File: src/rtl/csbe_pkg.sv
/*
 * Constants, opcodes and state encoding for the counter, skip and branch executor.
 * Assumes an 8-bit data path, 7-bit file addresses and a 13-bit program counter.
 */
package csbe_pkg;

   // ************************************************************
   // Widths
   // ************************************************************
   localparam int DATA_W    = 8;
   localparam int FADDR_W   = 7;
   localparam int LIT_W     = 11;
   localparam int PC_W      = 13;
   localparam int LATCH_W   = 5;
   localparam int FILE_DEPTH = 128;

   // ************************************************************
   // Field positions
   // ************************************************************
   localparam int LATCH_SEL_HI  = 4;
   localparam int LATCH_SEL_LO  = 3;
   localparam int PC_HI_TOP     = 12;
   localparam int PC_HI_BOT     = 11;
   localparam int PC_LO_TOP     = 10;
   localparam int OR_LIT_TOP    = 7;

   // ************************************************************
   // Values after reset and step counts
   // ************************************************************
   localparam logic [DATA_W-1:0] ACC_RST      = 8'h00;
   localparam logic [PC_W-1:0]   PC_RST       = 13'h0000;
   localparam logic [DATA_W-1:0] DATA_ONE     = 8'h01;
   localparam logic [DATA_W-1:0] DATA_ZERO    = 8'h00;
   localparam logic [PC_W-1:0]   PC_STEP      = 13'h0001;
   localparam logic [PC_W-1:0]   PC_SKIP_STEP = 13'h0002;
   localparam logic [1:0]        CYC_ONE      = 2'h1;
   localparam logic [1:0]        CYC_TWO      = 2'h2;

   // ************************************************************
   // Opcodes and states
   // ************************************************************
   typedef enum logic [2:0] {
      decrement_skip_zero_op    = 3'h0,
      increment_skip_zero_op    = 3'h1,
      increment_file_op         = 3'h2,
      literal_or_accumulator_op = 3'h3,
      unconditional_branch_op   = 3'h4,
      no_operation              = 3'h5
   } csbe_op_t;

   typedef enum logic [1:0] {
      ST_IDLE   = 2'h0,
      ST_FETCH  = 2'h1,
      ST_EXEC   = 2'h3,
      ST_SECOND = 2'h2
   } csbe_state_t;

endpackage

File: src/rtl/csbe_mem_if.sv
/*
 * Link between the executor and its file register memory.
 * Assumes one writer (the executor) and a memory with registered read data.
 */
interface csbe_mem_if #(
   parameter int AW = 7,
   parameter int DW = 8
);
   logic [AW-1:0] addr;
   logic          wr_en;
   logic [DW-1:0] wr_data;
   logic [DW-1:0] rd_data;

   modport ctrl (output addr, output wr_en, output wr_data, input rd_data);
   modport mem  (input addr, input wr_en, input wr_data, output rd_data);
endinterface

File: src/rtl/csbe_file_mem.sv
/*
 * File register memory: one write port, read data from a register.
 * Assumes the address is held for a cycle before its read data are used.
 */
module csbe_file_mem
   import csbe_pkg::*;
#(
   parameter int DEPTH = FILE_DEPTH
) (
   // Clock, reset and enable
   input  wire logic clk,
   input  wire logic sys_rst,
   input  wire logic clk_en,
   // Memory side of the link
   csbe_mem_if.mem   mb
);

   typedef struct packed {
      logic [DATA_W-1:0] rd;
   } csbe_mem_state_t;

   logic [DATA_W-1:0] mem_array [DEPTH];
   csbe_mem_state_t   st_ff;
   csbe_mem_state_t   nxt_st;

   // A read during a write returns the old contents.
   always_comb begin
      nxt_st    = st_ff;
      nxt_st.rd = mem_array[mb.addr];
   end

   always_ff @(posedge clk or posedge sys_rst) begin
      if (sys_rst) begin
         st_ff <= '0;
      end else if (clk_en) begin
         st_ff <= nxt_st;
      end
   end

   always_ff @(posedge clk) begin
      if (clk_en && mb.wr_en) begin
         mem_array[mb.addr] <= mb.wr_data;
      end
   end

   assign mb.rd_data = st_ff.rd;

endmodule

File: src/rtl/csbe_exec.sv
/*
 * Executor for five core instructions: decrement or increment with skip on zero,
 * plain increment, literal OR into the accumulator and the unconditional branch.
 * Assumes instructions arrive one at a time over a valid and ready handshake,
 * all inputs are synchronous to clk and the high latch is stable while busy.
 */
// How it works
// - Decrement-skip subtracts one; destination bit 0 to accumulator, 1 to file.
// - Decrement-skip zero result skips next instruction via a no-operation; flags kept.
// - Increment-skip adds one; destination bit 0 to accumulator, 1 to file.
// - Increment-skip zero result skips next instruction via a no-operation; flags kept.
// - Plain increment adds one, routes by destination, updates only the zero flag.
// - Literal OR merges accumulator with 8-bit literal, result to accumulator, zero updated.
// - Branch loads its 11-bit literal into program counter bits 10 to 0.
// - Branch copies latch bits 4 and 3 into counter bits 12 and 11.
// - Branch always takes two instruction cycles.
module csbe_exec
   import csbe_pkg::*;
(
   // Clock, reset and enable
   input  wire logic                clk,
   input  wire logic                sys_rst,
   input  wire logic                clk_en,
   // Instruction handshake
   input  wire logic                instr_valid,
   output wire logic                instr_ready,
   input  wire logic [2:0]          instr_op,
   input  wire logic [FADDR_W-1:0]  instr_file_addr,
   input  wire logic                instr_dest,
   input  wire logic [LIT_W-1:0]    instr_literal,
   // Program counter high latch
   input  wire logic [LATCH_W-1:0]  program_counter_high_latch,
   // File register host access, idle only
   input  wire logic [FADDR_W-1:0]  fr_host_addr,
   input  wire logic                fr_host_we,
   input  wire logic [DATA_W-1:0]   fr_host_wdata,
   output wire logic [DATA_W-1:0]   fr_host_rdata,
   // Accumulator preload, idle only
   input  wire logic                acc_load_en,
   input  wire logic [DATA_W-1:0]   acc_load_data,
   // Core state and completion
   output wire logic [DATA_W-1:0]   accumulator,
   output wire logic                zero_flag,
   output wire logic [PC_W-1:0]     program_counter,
   output wire logic                instr_done,
   output wire logic [1:0]          instr_cycles,
   output wire logic                skip_taken
);

   // ************************************************************
   // State
   // ************************************************************
   typedef struct packed {
      csbe_state_t        state;
      csbe_op_t           op;
      logic [FADDR_W-1:0] faddr;
      logic               dest;
      logic [LIT_W-1:0]   lit;
      logic [1:0]         pc_hi;
      logic [DATA_W-1:0]  acc;
      logic               zero;
      logic [PC_W-1:0]    pc;
      logic               done;
      logic [1:0]         cycles;
      logic               skip;
   } csbe_state_reg_t;

   localparam csbe_state_reg_t ST_RST = '{
      state: ST_IDLE, op: no_operation, faddr: '0, dest: 1'b0, lit: '0, pc_hi: '0,
      acc: ACC_RST, zero: 1'b0, pc: PC_RST, done: 1'b0, cycles: '0, skip: 1'b0};

   csbe_state_reg_t st_ff;
   csbe_state_reg_t nxt_st;

   csbe_mem_if #(.AW(FADDR_W), .DW(DATA_W)) mif ();

   function automatic logic is_zero8(input logic [DATA_W-1:0] v);
      return v == DATA_ZERO;
   endfunction

   // ************************************************************
   // Next state
   // ************************************************************
   always_comb begin
      logic [DATA_W-1:0] res;
      logic              file_op;
      logic              do_skip;
      res          = DATA_ZERO;
      file_op      = 1'b0;
      do_skip      = 1'b0;
      nxt_st       = st_ff;
      nxt_st.done  = 1'b0;
      mif.addr     = st_ff.faddr;
      mif.wr_en    = 1'b0;
      mif.wr_data  = DATA_ZERO;
      case (st_ff.state)
         ST_IDLE: begin
            mif.addr    = fr_host_addr;
            mif.wr_en   = fr_host_we;
            mif.wr_data = fr_host_wdata;
            if (acc_load_en) begin
               nxt_st.acc = acc_load_data;
            end
            if (instr_valid) begin
               nxt_st.op    = csbe_op_t'(instr_op);
               nxt_st.faddr = instr_file_addr;
               nxt_st.dest  = instr_dest;
               nxt_st.lit   = instr_literal;
               nxt_st.pc_hi = program_counter_high_latch[LATCH_SEL_HI:LATCH_SEL_LO];
               nxt_st.state = ST_FETCH;
            end
         end
         ST_FETCH: begin
            nxt_st.state = ST_EXEC;
         end
         ST_EXEC: begin
            nxt_st.state  = ST_IDLE;
            nxt_st.done   = 1'b1;
            nxt_st.cycles = CYC_ONE;
            nxt_st.skip   = 1'b0;
            nxt_st.pc     = st_ff.pc + PC_STEP;
            case (st_ff.op)
               decrement_skip_zero_op: begin
                  res     = mif.rd_data - DATA_ONE;
                  file_op = 1'b1;
                  do_skip = is_zero8(res);
               end
               increment_skip_zero_op: begin
                  res     = mif.rd_data + DATA_ONE;
                  file_op = 1'b1;
                  do_skip = is_zero8(res);
               end
               increment_file_op: begin
                  res         = mif.rd_data + DATA_ONE;
                  file_op     = 1'b1;
                  nxt_st.zero = is_zero8(res);
               end
               literal_or_accumulator_op: begin
                  nxt_st.acc  = st_ff.acc | st_ff.lit[OR_LIT_TOP:0];
                  nxt_st.zero = is_zero8(nxt_st.acc);
               end
               unconditional_branch_op: begin
                  nxt_st.pc[PC_LO_TOP:0]         = st_ff.lit;
                  nxt_st.pc[PC_HI_TOP:PC_HI_BOT] = st_ff.pc_hi;
                  nxt_st.state                   = ST_SECOND;
                  nxt_st.cycles                  = CYC_TWO;
                  nxt_st.done                    = 1'b0;
               end
               default: begin
               end
            endcase
            if (file_op) begin
               if (st_ff.dest) begin
                  mif.wr_en   = 1'b1;
                  mif.wr_data = res;
               end else begin
                  nxt_st.acc = res;
               end
            end
            // The discarded instruction is stepped over and a dead cycle stands in for it.
            if (do_skip) begin
               nxt_st.pc     = st_ff.pc + PC_SKIP_STEP;
               nxt_st.state  = ST_SECOND;
               nxt_st.cycles = CYC_TWO;
               nxt_st.skip   = 1'b1;
               nxt_st.done   = 1'b0;
            end
         end
         ST_SECOND: begin
            nxt_st.state = ST_IDLE;
            nxt_st.done  = 1'b1;
         end
         default: begin
            nxt_st.state = ST_IDLE;
         end
      endcase
   end

   always_ff @(posedge clk or posedge sys_rst) begin
      if (sys_rst) begin
         st_ff <= ST_RST;
      end else if (clk_en) begin
         st_ff <= nxt_st;
      end
   end

   csbe_file_mem #(.DEPTH(FILE_DEPTH)) u_file_mem (
      .clk     (clk),
      .sys_rst (sys_rst),
      .clk_en  (clk_en),
      .mb      (mif.mem)
   );

   // ************************************************************
   // Outputs
   // ************************************************************
   assign instr_ready     = (st_ff.state == ST_IDLE);
   assign fr_host_rdata   = mif.rd_data;
   assign accumulator     = st_ff.acc;
   assign zero_flag       = st_ff.zero;
   assign program_counter = st_ff.pc;
   assign instr_done      = st_ff.done;
   assign instr_cycles    = st_ff.cycles;
   assign skip_taken      = st_ff.skip;

   logic in_exec;
   assign in_exec = (st_ff.state == ST_EXEC);
endmodule

File: config.mk
export PLATFORM = sky130hd
export DESIGN_NAME = csbe_exec
export DESIGN_NICKNAME = d
export VERILOG_FILES = /design/src/rtl/csbe_pkg.sv /design/src/rtl/csbe_mem_if.sv /design/src/rtl/csbe_file_mem.sv /design/src/rtl/csbe_exec.sv
export SDC_FILE = /design/constraint.sdc
export NUM_CORES = 1
export LEC_CHECK = 0
export BUFFER_PORTS_ARGS = -buffer_cell sky130_fd_sc_hd__buf_2
export CORE_ASPECT_RATIO = 0.9
export CORE_MARGIN = 8
export CORE_UTILIZATION = 55
export DETAILED_ROUTE_END_ITERATION = 16
export PLACE_DENSITY_LB_ADDON = 0.3
export SLEW_MARGIN = 15
export SYNTH_ARGS = -nofsm -noshare
export SYNTH_HDL_FRONTEND = slang
export SYNTH_SLANG_ARGS = --single-unit
export TNS_END_PERCENT = 100
File: constraint.sdc
create_clock -name clk -period 14.55 [get_ports clk]
set_clock_uncertainty 0.15 [all_clocks]
set_input_delay 2.91 -clock clk [delete_from_list [all_inputs] [get_ports clk]]
set_output_delay 2.91 -clock clk [all_outputs]
set_load 0.02 [all_outputs]
---- After elaboration in Yosys (flattened, before gate mapping) ----
Memory sizes are Yosys's and may differ from the RTL's. A register that Yosys moved wholly into a read port is not among the register bits.
Cells that the tools add are included.
storage, ports and cells
  flip-flop bits (word level) ............. 52
  bits in writable memories ............... 1024
  bits of input ports ..................... 56
  output and inout port bits .............. 35
  word-level logic and storage cells ...... 69
  memories kept ........................... 1
operators by class
  add/sub/neg operators ................... 4
  eq/ne operators ......................... 9
  multiplexer cells ....................... 27
  bitwise gates (word level) .............. 1
  reduce and logical (&&, ||, !) cells .... 15
memories
  memory                words  bits a word  read ports  clocked after Yosys merged registers in  write ports  line                 RTL
  u_file_mem.mem_array  128    8            1           1                                        1            csbe_file_mem.sv:22  logic [DATA_W-1:0] mem_array [DEPTH];
operators by type and width
  operator                                          number
  two-way mux 8 bit                                 6
  one-hot mux 8 bit (2 select lines)                3
  two-way mux 26 bit                                1
  logical NOT 8 bit                                 3
  two-way mux 17 bit                                1
  two-way mux 16 bit                                1
  adder 13 x 1 -> 13 bit, second input constant     1
  adder 13 x 2 -> 13 bit, second input constant     1
  AND reduction 3 bit                               3
  adder 8 x 1 -> 8 bit, second input constant       1
  bitwise OR 8 bit                                  1
  one-hot mux 1 bit (2 select lines)                4
  one-hot mux 2 bit (4 select lines)                1
  subtractor 8 x 1 -> 8 bit, second input constant  1
  two-way mux 1 bit                                 7
  two-way mux 7 bit                                 1
  == test 3 x 2 -> 1 bit, second input constant     2
  == test 2 bit, second input constant              2
  two-way mux 2 bit                                 2
  AND reduction 2 bit                               2
  nonzero test 2 bit                                2
  == test 3 x 1 -> 1 bit, second input constant     1
  == test 3 bit, second input constant              1
  logical NOT 3 bit                                 1
  7 further kinds                                   7

---- Depth between registers and ports, before layout ----
  depth after elaboration ................. 9
  mapped depth ............................ 14
  mapped depth without buffers ............ 9

---- Cells and area by module ----
A second synthesis with hierarchy kept.
second synthesis, totals
  cell total of the unflattened synthesis .. 2701
  area, all modules ....................... 44406.3 um^2
modules (own cells, without submodules)
  module         instances  cells an instance  area each (um^2)  sequential area each (um^2)
  csbe_file_mem  1          2282               40714.0           30949.7
  csbe_exec      1          419                3692.3            1303.8

---- Least setup slack after synthesis ----
Ideal clock, no wire load.
  path type ............................... input -> register
  from .................................... input port fr_host_wdata[0]
  to ...................................... memory u_file_mem.mem_array[0][0], data pin
  library setup time ...................... 0.797 ns
  arrival time ............................ 5.969 ns
  required time ........................... 13.603 ns
  slack ................................... 7.634 ns
  stages .................................. 2
  path buffers ............................ 0
  cell sequence ........................... a22oi_1 nor2_1
on the way
  word-level cells in the longest chain between the ends .. 1
RTL lines
  element                             line                 RTL
  start: declaration                  csbe_exec.sv:36      input wire logic [DATA_W-1:0] fr_host_wdata,
  one-hot mux 8 bit (2 select lines)  csbe_exec.sv:96      case (st_ff.state)
  net mif.wr_data[0]                  csbe_mem_if.sv:11    logic [DW-1:0] wr_data;
  end: declaration                    csbe_file_mem.sv:22
The timed path passes the listed nets, and every way through them passes these cells.

---- Worst setup path in the final report ----
  from .................................... input port fr_host_addr[0]
  to ...................................... register, netlist name u_file_mem.mb.rd_data[5]
on the way
  word-level cells in the longest chain between the ends .. 1
RTL lines
  element             line             RTL
  start: declaration  csbe_exec.sv:34  input wire logic [FADDR_W-1:0] fr_host_addr,
  two-way mux 7 bit   csbe_exec.sv:96
No other way between the ends.
A chain may end at the register's enable or synchronous reset.

==> flow_summary_export.csv <==
group,metric,value,unit
synthesis,ys.flop_type,"edfxtp_1",
floorplanning,io_pins,91,
synthesis,ys_ff_latch,1084,
clock_network,ctsResizeCount,0,
global_route,gr-usage-all-layers,23.8,%
synthesis,synth_edf_count,1024,
finish,nets,2792,
worst_setup_path,critPathKind,"in -> reg",
worst_setup_path,reg2reg_slack,8.98,ns
pwr,p_per_area,202,nW/um^2
pwr,power,9.64,mW
floorplanning,placementRows,97,
timing,maxSlewViolCount,0,
pwr,clkPwrFrac,28.5,%
clock_network,h-tree-depth,3,
timing,fin_tns_setup,0,ns
global_route,grt_start_max_net_pins,105,
worst_setup_path,worstSetupStartpointType,"primary input",
pwr,comb_power_share,30.6,%
routing,dr.pass1.iters,7,
pwr,p_leak,15.3,nW
synthesis,ys_types,72,
floorplanning,core,77600,um^2
synthesis,synthAdderAreaFrac,0.262,%
synthesis,syn_inst,2692,
global_route,grt_antenna_before_repair,6,
synthesis,synth-simple-area-share,4.23,%
timing,slew_headroom,12.4,%
routing,routed_wl,107000,um
routing,ant_nets,0,
synthesis,ys_seq_area_share,75.1,%
floorplanning,die_y,281,um
synthesis,synth_top_family_by_area,"compound AO/OA/AOI/OAI gates",
clock_network,cts_root_buffer,"clkbuf_16",
timing,finalCriticalPeriod,6.64,ns
pwr,sw_frac_of_total,34.9,%
global_route,grt_overflow_total,0,
routing,drc,0,
worst_setup_path,cp_max_fo,97,
pwr,vdd_drop_max,195,uV
floorplanning,die_area,87300,um^2
floorplanning,start_util,55.4,%
synthesis,synth_warnings,0,
synthesis,synth-xor-area-share,0.204,%
placed_design,gp_congestion,0.894,
finish,area_growth,11.1,%
pwr,seq_power_share,40.9,%
global_route,grt_pass1_vias,24584,
floorplanning,die_w,311,um
timing,rsz0062_at_grt,"false",
finish,post_route_cells_drive_above_1_share,13.0,%
worst_setup_path,cp-end-kind,"register",
synthesis,synthMuxAreaShare,4.60,%
clock_network,cts_buffers,104,
clock_network,clkSinkCount,1084,
synthesis,synthTopCellsByArea,"edfxtp_1 (72%), a22oi_1 (5.3%), mux2i_1 (3.9%)",
global_route,grt_pass1_wl,158000,um
routing,wire_per_inst,27.6,um
timing,final-setup-viol-count,0,
clock_network,ctsHoldBuffers,0,
job,maxCapViolCount,0,
clock_network,clk-insertion-delay-late,0.67,ns
synthesis,synth_compound_area_share,12.9,%
timing,worst_slew_pin_slew,1.31,ns
timing,hold_slack,0.327,ns
pwr,p_sw,3.36,mW
routing,vias_per_cell,6.59,
synthesis,syn_nets,2757,
routing,first_iter_violations,3309,
worst_setup_path,arrival,7.04,ns
timing,min_period_over_period,45.7,%
synthesis,synth_top_area_share,71.6,%
worst_setup_path,required,14.94,ns
placed_design,hpwl,62900,um
pwr,intPower,6.28,mW
synthesis,syn-cell-area,42900,um^2
synthesis,syn_area_per_cell,16.0,um^2
routing,dr_total_vias,25439,
timing,hold_viol,0,
timing,fmax,0.151,GHz
clock_network,post_cts_buffers,0,
synthesis,synth_top_area_cell,"edfxtp_1",
worst_hold_path,holdCritPathClass,"reg -> reg",
synthesis,postSynth.asyncResetShare,5.54,%
clock_network,clkTransAtPathRegs,0.06,ns
placed_design,io_buffers,87,
clock_network,tritoncts,"built",
clock_network,clockBufferDepth,3,
run_status,outcome,"complete, no violations",
==> cells by family (layout without fill, tap and decap cells) <==
family          after synthesis  in the layout
compound gates              758            758
xor+xnor                     10             10
fa+ha+maj                     9              9
buf+inv                     221            345
flops                      1084           1084
mux                         194            194
other cells                   0              4
simple gates                416            416
==> power groups by stage <==
stage	combinational, mW	sequential, mW	clock, mW
after floorplan	1.99	3.96	0
after global placement	2.82	3.99	0
after detailed placement	2.90	4.00	0
after CTS	2.91	3.94	2.77
after global routing	3.13	3.96	2.89
final	2.95	3.95	2.75
==> worst max-delay path: stages <==
cell     delay, ns
buf_2         0.18
mux2_8        0.80
buf_4         0.82
buf_4         0.77
mux2i_1       0.27
o22ai_1       0.09
o21ai_0       0.40
a41oi_1       0.30
o32a_1        0.43
==> synth_stat cells (all sizes together), types with 7 or more instances <==
library cell and n:
o32a 11, edfxtp 1024, nor3 16, and3 8, o41ai 16, a221oi 17, a31oi 11, nand2 116
nand2b 8, a41oi 76, nand3 22, a21oi 70, nor2b 7, nor3b 8, o21ai 83, o22ai 89
inv 20, o221ai 18, ha 9, nor2 200, clkbuf 62, buf 139, xnor2 8, o22a 7
mux2 25, a22oi 306, mux2i 169, nor4 11, dfrtp 58
==> routing by layer <==
layer	track usage (%)	routed length, um
met5	0	34
met4	8.18	3370
met3	4.73	11700
met2	37.3	49400
met1	33.3	42100
==> state kept, by name, summed over array words and instances, names as in the netlist <==
| name | flops |
|---|---|
| instr_done | 1 |
| skip_taken | 1 |
| u_file_mem.mem_array | 1024 |
| instr_cycles | 2 |
| accumulator | 8 |
| st_ff | 26 |
| zero_flag | 1 |
| program_counter | 13 |
| u_file_mem.mb.rd_data | 8 |
==> cell type report <==
class / count / area, um^2
antenna: 4 / 10.0
clock buffer: 136 / 2920
clock inverter: 59 / 624
fill: 5357 / 29900
inverter: 20 / 75.1
multi-input combinational: 1387 / 9750
sequential: 1084 / 32300
tap: 1039 / 1300
timing repair buffer: 130 / 758
==> stage by stage <==
| step | setup slack (ns) | util [%] | cells | cell area, um^2 |
|---|---|---|---|---|
| finish | 7.91 | 61.5 | 3859 | 47700 |
| floorplan | 7.63 | - | 2692 | 42900 |
| global route | 7.68 | 61.5 | 3855 | 47700 |
| CTS | 7.91 | 61.5 | 3855 | 47700 |
| detailed placement | 7.22 | 56.9 | 3660 | 44100 |
| global placement | 7.25 | 56.9 | 3660 | 44100 |
==> worst paths after layout <==
check | startpoint | to | depth (start not counted)
max in group asynchronous | sys_rst | u_file_mem.mb.rd_data[3]$_DFFE_PP0P_ | 3
worst min-delay path | instr_cycles[0]$_DFFE_PP0P_ | instr_cycles[0]$_DFFE_PP0P_ | 2
worst max register to register | st_ff[50]$_DFFE_PP0P_ | u_file_mem.mb.rd_data[5]$_DFFE_PP0P_ | 11
worst min register to register | instr_cycles[0]$_DFFE_PP0P_ | instr_cycles[0]$_DFFE_PP0P_ | 2
min in group asynchronous | sys_rst | skip_taken$_DFFE_PP0P_ | 3
worst max-delay path | fr_host_addr[0] | u_file_mem.mb.rd_data[5]$_DFFE_PP0P_ | 9
==> cell usage in the layout (no fill, tap or decap), types with 8 or more instances in the layout <==
master     count
nor4_1        11
nor2_4        11
a31oi_1       11
nand3_1       22
ha_1           8
o221ai_1      18
nand2_1      112
buf_2         87
dfrtp_1       58
mux2_2        24
a221oi_1      17
a41oi_1       76
and3_1         8
o32a_1        11
edfxtp_1    1024
mux2i_1      168
a21oi_1       69
clkbuf_1      19
o21ai_0       80
xnor2_1        8
a22oi_1      301
nor3_1        14
buf_4         43
nand2b_1       8
clkinv_1      18
clkinv_2      20
bufinv_16     11
o41ai_1       11
o22ai_1       85
nor2_1       189
clkbuf_16    110
inv_1         18
Power figures use the tool's default switching activity.
